==> config.mk <==
export PLATFORM = sky130hd
export DESIGN_NAME = baeu_exec
export DESIGN_NICKNAME = d
export VERILOG_FILES = /design/src/baeu_adder.v /design/src/baeu_exec.v
export VERILOG_INCLUDE_DIRS = /design/src /design/src/src
export SDC_FILE = /design/constraint.sdc
export NUM_CORES = 1
export LEC_CHECK = 0
export ABC_AREA = 1
export BUFFER_PORTS_ARGS = -buffer_cell sky130_fd_sc_hd__buf_2
export CORE_MARGIN = 2
export CORE_UTILIZATION = 49
export CTS_CLUSTER_DIAMETER = 60
export CTS_CLUSTER_SIZE = 16
export DETAILED_ROUTE_END_ITERATION = 10
export GPL_TIMING_DRIVEN = 0
export PLACE_DENSITY = 0.72
export SYNTH_ARGS = -nofsm -noshare
export SYNTH_HDL_FRONTEND = slang
export SYNTH_HIERARCHICAL = 1
export SYNTH_SLANG_ARGS = --single-unit
export TNS_END_PERCENT = 20
==> constraint.sdc <==
create_clock -name mclk -period 3.3 [get_ports mclk]
set_input_delay 0.825 -clock mclk [delete_from_list [all_inputs] [get_ports mclk]]
set_output_delay 0.825 -clock mclk [all_outputs]
set_load 0.01 [all_outputs]
==> src/baeu_consts.vh <==
// constants for the bit and arithmetic execution unit
`ifndef BAEU_CONSTS_VH
`define BAEU_CONSTS_VH
// operation codes presented by decode
`define BAEU_OP_NOP 4'h0
`define BAEU_OP_ADD_IMM 4'h1
`define BAEU_OP_ADD_C_IMM 4'h2
`define BAEU_OP_SUB_IND 4'h3
`define BAEU_OP_ROR_C 4'h4
`define BAEU_OP_ROL_C 4'h5
`define BAEU_OP_CMP_BNE 4'h6
`define BAEU_OP_BIT_ONE 4'h7
`define BAEU_OP_BIT_ZERO 4'h8
`define BAEU_OP_BIT_INV 4'h9
`define BAEU_OP_JMP_HI 4'ha
`define BAEU_OP_JMP_LO 4'hb
`define BAEU_OP_JMP_HI_ZERO 4'hc
`define BAEU_OP_C_ONE 4'hd
`define BAEU_OP_C_ZERO 4'he
`define BAEU_OP_C_INV 4'hf
// bit moves use the mode input on a nop code
`define BAEU_MV_NONE 2'h0
`define BAEU_MV_TO_C 2'h1
`define BAEU_MV_FROM_C 2'h2
// instruction lengths in bytes
`define BAEU_LEN_ONE 2'h1
`define BAEU_LEN_TWO 2'h2
`define BAEU_LEN_THREE 2'h3
// reset values
`define BAEU_ACC_RST 8'h00
`define BAEU_PC_RST 16'h0000
`endif

==> src/baeu_adder.v <==
// eight bit adder with carry in, carry out and subtract mode
`timescale 1ns/1ns
module baeu_adder (
  // operands
  input wire [7:0] a,
  input wire [7:0] b,
  input wire cin,
  input wire sub,
  // result
  output wire [7:0] sum,
  output wire cout
);
  wire [8:0] total;
  // subtract is a plus inverted b plus inverted borrow
  assign total = {1'b0, a} + {1'b0, (sub ? ~b : b)} + {8'h00, cin ^ sub};
  assign sum = total[7:0];
  // borrow out is the inverted carry out
  assign cout = total[8] ^ sub;
endmodule // baeu_adder

==> src/baeu_exec.v <==
// execution unit for accumulator arithmetic, rotates and bit operations
//
// Summary of operation
// - add immediate to accumulator, plain or with carry; two bytes, one cycle
// - subtract indirect ram byte and borrow from accumulator; one byte, one cycle
// - rotate accumulator right through carry as nine bit ring; one cycle
// - rotate accumulator left through carry as nine bit ring; one cycle
// - compare indirect byte with immediate, branch if unequal; three bytes
// - set, clear, complement any direct bit with single opcodes
// - jump on bit high or low accepts any direct bit address
// - jump if bit set then clear it, in two cycles
// - branches add signed final byte to incremented pc; two cycles
// - one byte set, clear, complement act on carry itself
// - bit to carry in one cycle, carry to bit in two cycles
`timescale 1ns/1ns
`include "baeu_consts.vh"
module baeu_exec (
  // clock and reset
  input wire mclk,
  input wire rst_n,
  // decoded instruction, one cycle strobe
  input wire start,
  input wire [3:0] opcode,
  input wire [1:0] move_mode,
  input wire [7:0] operand,
  input wire [7:0] rel,
  // immediate that compare_branch_unequal tests the ram byte against
  input wire [7:0] cmp_imm,
  input wire [15:0] pc_in,
  // bit operand read from the bit space
  input wire bit_in,
  // results
  output reg [7:0] acc,
  output reg carry,
  output reg busy,
  output reg done,
  output reg [1:0] length,
  output reg [15:0] pc_next,
  output reg branch_taken,
  output reg bit_we,
  output reg bit_out
);
  ////////////////////////////////////////////////////////////////////////
  // state machine
  localparam ST_IDLE = 2'b01;
  localparam ST_SECOND = 2'b10;
  reg [1:0] state;
  reg [1:0] next_state;
  // what the second cycle of a two-cycle op retires, captured at start
  // so the decode inputs may change while busy is high
  reg pend_branch;
  reg pend_bit_we;
  reg pend_bit_val;
  reg [15:0] pend_pc;
  wire is_sub;
  wire add_cin;
  wire [7:0] add_sum;
  wire add_cout;
  wire [15:0] pc_inc;
  wire [15:0] pc_rel;
  // arithmetic shares one adder; subtract only has the indirect form
  // compare runs ram byte minus immediate, so carry ends as the borrow
  assign is_sub = (opcode == `BAEU_OP_SUB_IND) |
                  (opcode == `BAEU_OP_CMP_BNE);
  assign add_cin = (opcode == `BAEU_OP_ADD_C_IMM) |
                   (opcode == `BAEU_OP_SUB_IND) ? carry : 1'b0;
  baeu_adder u_adder (
    .a(opcode == `BAEU_OP_CMP_BNE ? operand : acc),
    .b(opcode == `BAEU_OP_CMP_BNE ? cmp_imm : operand),
    .cin(add_cin),
    .sub(is_sub),
    .sum(add_sum),
    .cout(add_cout)
  );
  // pc after fetch of the whole instruction, then signed displacement;
  // both wrap at 16 bits, as the program counter itself does
  assign pc_inc = pc_in + {14'h0000, length_of(opcode, move_mode)};
  assign pc_rel = pc_inc + {{8{rel[7]}}, rel};
  // byte count of each instruction; bit moves carry a bit address
  function [1:0] length_of;
    input [3:0] op;
    input [1:0] mv;
    begin
      case (op)
        `BAEU_OP_ADD_IMM, `BAEU_OP_ADD_C_IMM:
          length_of = `BAEU_LEN_TWO;
        `BAEU_OP_SUB_IND, `BAEU_OP_ROR_C, `BAEU_OP_ROL_C,
        `BAEU_OP_C_ONE, `BAEU_OP_C_ZERO, `BAEU_OP_C_INV:
          length_of = `BAEU_LEN_ONE;
        `BAEU_OP_CMP_BNE, `BAEU_OP_JMP_HI, `BAEU_OP_JMP_LO,
        `BAEU_OP_JMP_HI_ZERO: length_of = `BAEU_LEN_THREE;
        `BAEU_OP_NOP: length_of = (mv == `BAEU_MV_NONE) ? `BAEU_LEN_ONE :
                                  `BAEU_LEN_TWO;
        default: length_of = `BAEU_LEN_TWO;
      endcase
    end
  endfunction
  ////////////////////////////////////////////////////////////////////////
  // next state: branches and carry to bit stores take a second cycle
  always @* begin
    next_state = state;
    case (state)
      ST_IDLE: begin
        if (start && ((opcode == `BAEU_OP_CMP_BNE) ||
            (opcode == `BAEU_OP_JMP_HI) || (opcode == `BAEU_OP_JMP_LO) ||
            (opcode == `BAEU_OP_JMP_HI_ZERO) ||
            (opcode == `BAEU_OP_NOP && move_mode == `BAEU_MV_FROM_C))) begin
          next_state = ST_SECOND;
        end
      end
      ST_SECOND: next_state = ST_IDLE;
      default: next_state = ST_IDLE;
    endcase
  end
  ////////////////////////////////////////////////////////////////////////
  // execution; a start while busy is ignored
  // the retiring edge still sees busy high, so decode must wait for done
  // before the next request; nothing flags a dropped start
  always @(posedge mclk or negedge rst_n) begin
    if (!rst_n) begin
      state <= ST_IDLE;
      acc <= `BAEU_ACC_RST;
      carry <= 1'b0;
      busy <= 1'b0;
      done <= 1'b0;
      length <= `BAEU_LEN_ONE;
      pc_next <= `BAEU_PC_RST;
      branch_taken <= 1'b0;
      bit_we <= 1'b0;
      bit_out <= 1'b0;
      pend_branch <= 1'b0;
      pend_bit_we <= 1'b0;
      pend_bit_val <= 1'b0;
      pend_pc <= `BAEU_PC_RST;
    end else begin
      state <= next_state;
      done <= 1'b0;
      bit_we <= 1'b0;
      branch_taken <= 1'b0;
      if (state == ST_SECOND) begin
        // second cycle retires the pending branch or store
        busy <= 1'b0;
        done <= 1'b1;
        branch_taken <= pend_branch;
        pc_next <= pend_pc;
        bit_we <= pend_bit_we;
        bit_out <= pend_bit_val;
      end else if (start) begin
        length <= length_of(opcode, move_mode);
        pend_branch <= 1'b0;
        pend_bit_we <= 1'b0;
        pend_bit_val <= 1'b0;
        pend_pc <= pc_inc;
        if (next_state == ST_SECOND) begin
          busy <= 1'b1;
        end else begin
          done <= 1'b1;
          pc_next <= pc_inc;
        end
        case (opcode)
          `BAEU_OP_ADD_IMM, `BAEU_OP_ADD_C_IMM, `BAEU_OP_SUB_IND: begin
            acc <= add_sum;
            carry <= add_cout;
          end
          `BAEU_OP_ROR_C: begin
            acc <= {carry, acc[7:1]};
            carry <= acc[0];
          end
          `BAEU_OP_ROL_C: begin
            acc <= {acc[6:0], carry};
            carry <= acc[7];
          end
          `BAEU_OP_CMP_BNE: begin
            // operand is the ram byte, cmp_imm the immediate, rel the offset
            carry <= add_cout;
            pend_branch <= (add_sum != 8'h00);
            pend_pc <= (add_sum != 8'h00) ? pc_rel : pc_inc;
          end
          `BAEU_OP_BIT_ONE: begin
            bit_we <= 1'b1;
            bit_out <= 1'b1;
          end
          `BAEU_OP_BIT_ZERO: begin
            bit_we <= 1'b1;
            bit_out <= 1'b0;
          end
          `BAEU_OP_BIT_INV: begin
            bit_we <= 1'b1;
            bit_out <= ~bit_in;
          end
          `BAEU_OP_JMP_HI, `BAEU_OP_JMP_LO: begin
            // any bit address; source bit is only read
            pend_branch <= bit_in ^ (opcode == `BAEU_OP_JMP_LO);
            pend_pc <= (bit_in ^ (opcode == `BAEU_OP_JMP_LO)) ?
                       pc_rel : pc_inc;
          end
          `BAEU_OP_JMP_HI_ZERO: begin
            // the clear is staged so it lands together with the branch
            pend_branch <= bit_in;
            pend_pc <= bit_in ? pc_rel : pc_inc;
            pend_bit_we <= bit_in;
            pend_bit_val <= 1'b0;
          end
          // carry-only forms need no bit address
          `BAEU_OP_C_ONE: carry <= 1'b1;
          `BAEU_OP_C_ZERO: carry <= 1'b0;
          `BAEU_OP_C_INV: carry <= ~carry;
          default: begin
            // nop code: move mode picks bit to carry or carry to bit
            if (move_mode == `BAEU_MV_TO_C) begin
              carry <= bit_in;
            end else if (move_mode == `BAEU_MV_FROM_C) begin
              pend_bit_we <= 1'b1;
              pend_bit_val <= carry;
            end
          end
        endcase
      end
    end
  end
endmodule // baeu_exec

After elaboration in Yosys (flattened, before gate mapping)
Cells that the tools add are included.

operators by class
  mux-type cells = 38
  bitwise gates (word level) = 10
  $add $sub $neg = 4
  reductions and logical operators = 29
  equality and inequality tests = 21

operators by type and width
  operator              count
  $mux W16              6
  $pmux W16 S3          1
  $eq A4 B4 Y1 const B  8
  $mux W8               3
  $pmux W8 S3           1
  $mux W1               19
  $add A16 B16 Y16      1
  $add A16 B2 Y16       1
  $eq A4 B3 Y1 const B  4
  $reduce_or A15 Y1     1
  $reduce_or A14 Y1     1
  $reduce_or A6 Y1      2
  $add A8 B8 Y9         1
  $add A9 B1 Y9         1
  $eq A4 B2 Y1 const B  2
  $not A8 Y8            1
  $reduce_and A2 Y1     4
  $reduce_bool A8 Y1    1
  $reduce_or A4 Y1      2
  $pmux W1 S7           1
  $reduce_bool A7 Y1    1
  $eq A2 B2 Y1 const B  3
  $mux W2               3
  $pmux W1 S3           2
  other kinds (19)      32

storage, ports and cells
  input bits = 50
  logic and storage cells = 116
  output and inout port bits = 32
  register bits = 53

Logic depth before layout (Yosys ltp)
  depth in word-level cells = 12
  mapped depth = 29
  gate-level depth less buffers = 29

Cells and area by module
Netlist, hierarchy kept.

modules (own cells, without submodules)
  module      seq. area each (um^2)  area an instance (um^2)  instances  cells an instance
  baeu_exec   1328.8                 4245.3                   1          659
  baeu_adder  0.0                    496.7                    1          80

Worst setup path before layout
Ideal clock, no wire load.

  path type = input port to flip-flop
  start = input port opcode[1]
  end = register pend_pc[9]
  data arrival time = 3818 ps
  path slack = -642 ps
  buffers on the path = 1
  cell stages on the path = 24
  data required time = 3176 ps
  library setup time = 124 ps
  cells stage by stage = buf_6 > nor2_4 > nand2_1 > nor3_1 > or3_1 > ha_1 > inv_1 > fa_1 > nor2_1 > nand2_1 > nor2_1 > nand3_1 > nand2_1 > inv_1 > ha_1 > nand2_1 > inv_1 > a21oi_1 > nand2_1 > nand2_1 > nand2_1 > or2_2 > nand3_1 > a21oi_1

between the ends
  word-level cells in the longest chain between the ends = 9
  elaborated cells between the ends (all ways) = 34
  those cells by class = add/sub: 4; eq/ne: 11; mux: 9; bitwise: 5; reduce/logical: 5

ends and longest elaborated chain
  what                                                                     line             RTL
  start, declared                                                          baeu_exec.v:23   input wire [3:0] opcode,
  parallel branches: the longest is 8 deep, another holds $add A16 B2 Y16  --
  $pmux W16 S3 (*)                                                         baeu_exec.v:160  case (opcode)
  end signal, assigned                                                     baeu_exec.v:153  pend_pc <= pc_inc;
  end signal, assigned                                                     baeu_exec.v:177  pend_pc <= (add_sum != 8'h00) ? pc_rel : pc_inc;
  end signal, assigned                                                     baeu_exec.v:194  pend_pc <= (bit_in ^ (opcode == `BAEU_OP_JMP_LO)) ?
  end, declared                                                            baeu_exec.v:54   reg [15:0] pend_pc;

Every way passes the cells marked *.
A chain may end at the register's enable or synchronous reset.

Final worst setup path
  start = input port opcode[0]
  end = register pend_pc[9]

The elaborated chain is that of the path after synthesis.

==> impl_metrics.yaml <==
outcome:
  outcome: "finished, violations left"
  violations: "negative setup slack"
critical_path:
  crit_type: "primary input to register"
  worstPathArrival_ps: 4000
  end_kind: "register"
  crit_top_cell: "nand2_1"
  worstPathCellList: "buf_4, nor2_4, inv_2, a21oi_2, nand2_2, or3_4, ha_4, inv_2, fa_2, nor2_4, nand2_4, buf_12, xor2_4, inv_1, ha_4, nand2_1, nand2_1, a21oi_4, nand2_2, nand2_1, nand2_1, or2_4, nand3_2, a21oi_2"
  slowest_stage: "or3_4"
  worstPathRequired_ps: 3510
  path_max_fanout: 6
  slowest_delay_ps: 350
  critPathLaunchType: "primary input"
  r2r_cells: 20
  r2r-start: "carry"
  reg2reg_to: "pend_pc[2]"
  setup.reg_to_reg.worst_slack_ps: 130
pwr:
  clkPwrFrac: 0.163
  p_leak_nw: 3.21
  fin_total_pwr_w: 0.00286
  p_int_w: 0.00167
  p_sw_w: 0.00119
  p_sw_frac: 0.416
  comb_power_share: 0.539
  sequentialPowerShare: 0.298
  ir_drop_uv: 311
  powerDensity_nw_per_um2: 465
cts:
  cts_max_path_buffers: 2
  path_clk_slew_ps: 100
  cts_htree_levels: 2
  tritoncts: "done"
  cts.sinks: 53
  clock-root-buffer: "clkbuf_8"
  cts_hold_buf: 0
  insertion_delay_ps: 310
  cts_buffers: 5
logic_synthesis:
  synth_compound_area_frac: 0.120
  synth-main-ff-cell: "dfrtp_1"
  ys_seq_elements: 53
  synth_top_family_by_area: "simple AND/OR/NAND/NOR gates"
  synthAdderAreaFrac: 0.0881
  synth_xor_area_frac: 0.0462
  yosysSeqAreaShare: 0.280
  synth_simple_gate_area_frac: 0.367
  syn_nets: 820
  syn_area_um2: 4740
  synthArstFlopShare: 1.00
  synthMuxAreaShare: 0
  yosysWarnings: 6
  syn_area_per_cell_um2: 6.42
  syn_inst: 739
  synth_cell_types: 48
  synth_edf_count: 0
layout:
  final_nets: 937
  antenna_cells: 0
  seq_area_um2: 1330
  post_route_cells_drive_above_1_share: 0.280
  n_fill_cell: 853
  synthToLayoutAreaGrowth_pct: 29.6
  multiInputGateArea_um2: 3360
sta:
  finClkSkew_ps: 6.97
  max_freq_mhz: 263
  max_slew_margin: 0.210
  finalCritPeriodShare: 1.15
  setup_violations: 18
  slew_violations: 0
  fin_ws_ps: -495
  hold_violations: 0
  fin_crit_ps: 3800
  rsz0062_at_grt: "true"
  worstMarginPinSlew_ps: 1190
placed_design:
  dp_slack_ps: -1330
  io_buffers: 80
  place.gp.congestion: 0.924
  hpwl_um: 10700
worst_hold_path:
  hold_class: "register to register"
  hold_end: "pc_next[13]"
  hold_path_startpoint: "pc_next[13]"
  min_path_cells: 2
grt:
  grt_usage: 0.273
  antenna_found_initial: 0
  grt_max_degree: 54
  grt_pass1_wl_um: 22700
  first_global_vias: 4838
  overflow: 0
floorplan:
  die_y_um: 102
  num_rows: 35
  pin_count: 82
  start_util: 0.508
  coreArea_um2: 9330
  die_area_um2: 10500
  die_x_um: 102
run:
  maxCapViolCount: 0
drt:
  drtAntennaViolNets: 0
  vias: 5106
  viasPerCell: 5.18
  drt-initial-drc-count: 277
  wl_per_cell_um: 14.2
  drt_wl_total_um: 14000
  drt_pass1_iterations: 5
  drc: 0
state kept, by name, summed over array words and instances (netlist names), 2 cells and up:
| name | flops |
|---|---|
| length | 2 |
| pc_next | 16 |
| state | 2 |
| pend_pc | 16 |
| acc | 8 |
cells by family after synthesis:
logic type	after synthesis
compound gates	100
xor+xnor	25
fa+ha+maj	31
buf+inv	112
flops	53
simple gates	418
metal layers:
metal / wire (um) / vias to the layer above / share of wire / track usage
li1: - / 2574 / - / -
met1: 6430 / 2350 / 0.46 / 0.376
met2: 6630 / 163 / 0.47 / 0.461
met3: 828 / 19 / 0.059 / 0.0383
met4: 150 / 0 / 0.011 / 0.0564
met5: 0 / - / 0 / 0
placed cells by master (no fill, tap or decap), drive strengths merged, types with 7 or more instances in the layout:
master,count
or2,7
nor2,84
xnor2,9
a21oi,41
buf,119
dfrtp,51
xor2,16
nand3,38
nand2,268
nand4,8
o21ai,38
inv,92
clkbuf,15
ha,27
synthesized netlist by cell type (3+ instances only):
cell type	n	area share
a21oi_1	39	0.041
buf_2	4	0.0042
clkbuf_1	9	0.0071
dfrtp_1	51	0.27
fa_1	4	0.017
ha_1	27	0.071
inv_1	87	0.069
inv_2	3	0.0024
nand2_1	267	0.21
nand3_1	36	0.038
nand3b_1	6	0.0095
nand4_1	8	0.011
nor2_1	78	0.062
nor2_2	4	0.0053
nor3_1	4	0.0042
o21ai_0	37	0.039
o221ai_1	4	0.0074
o22ai_1	6	0.0079
or2_2	4	0.0053
xnor2_1	9	0.017
xor2_1	16	0.030
power by group through the flow:
| stage | Sequential [W] | Combinational (W) | Clock, W |
|---|---|---|---|
| finish | 0.000851 | 0.00154 | 0.000467 |
| global route | 0.000865 | 0.00172 | 0.000492 |
| CTS | 0.000850 | 0.00146 | 0.000473 |
| detailed placement | 0.000860 | 0.00133 | 0 |
| global placement | 0.000859 | 0.00130 | 0 |
| floorplan | 0.000891 | 0.000909 | 0 |
worst max path at each step:
stage,start,to,slack (ps),depth (start not counted)
floorplan,opcode[1],pend_pc[9],-450,26
global placement,opcode[0],pend_pc[6],-1270,23
detailed placement,opcode[0],pend_pc[6],-1330,23
CTS,opcode[1],pend_pc[9],-330,25
global route,opcode[0],pend_pc[9],-670,24
finish,opcode[0],pend_pc[9],-500,24
worst max-delay path: cells and delay by family:
kind	cells	cell delay, ps
and+or+nand+nor	12	1480
adders and majority gates	3	650
buffers and inverters	5	450
AOI/OAI and AO/OA	3	390
xor gates and xnor gates	1	190
per-stage QoR:
| stage | area [um2] | setup TNS, ps | hold WS [ps] | util | std cells |
|---|---|---|---|---|---|
| 2_1_floorplan | 4840 | -6930 | 449 | - | 739 |
| 3_3_place_gp | 5400 | -23080 | 450 | 0.579 | 948 |
| 6_report | 6140 | -6420 | 472 | 0.659 | 986 |
| 4_1_cts | 5980 | -5490 | 479 | 0.641 | 979 |
| 3_5_place_dp | 5400 | -24780 | 454 | 0.579 | 948 |
| 5_1_grt | 6140 | -10260 | 493 | 0.659 | 986 |
layout make-up:
cell class	instances	share of cell area
Timing Repair Buffer	110	0.106
Sequential cell	53	0.216
Inverter	94	0.0588
Buffer	18	0.0267
Tap cell	129	0.0263
Clock inverter	2	0.00611
Clock buffer	6	0.0134
Multi-Input combinational cell	574	0.547
repair_timing:
item	4_1_cts	5_1_grt
buffers inserted	22	7
gates cloned	1	0
resized for setup	78	27
pin swaps	39	26
setup endpoints to repair	20	18
No activity file was read; power rests on OpenSTA's default activity.
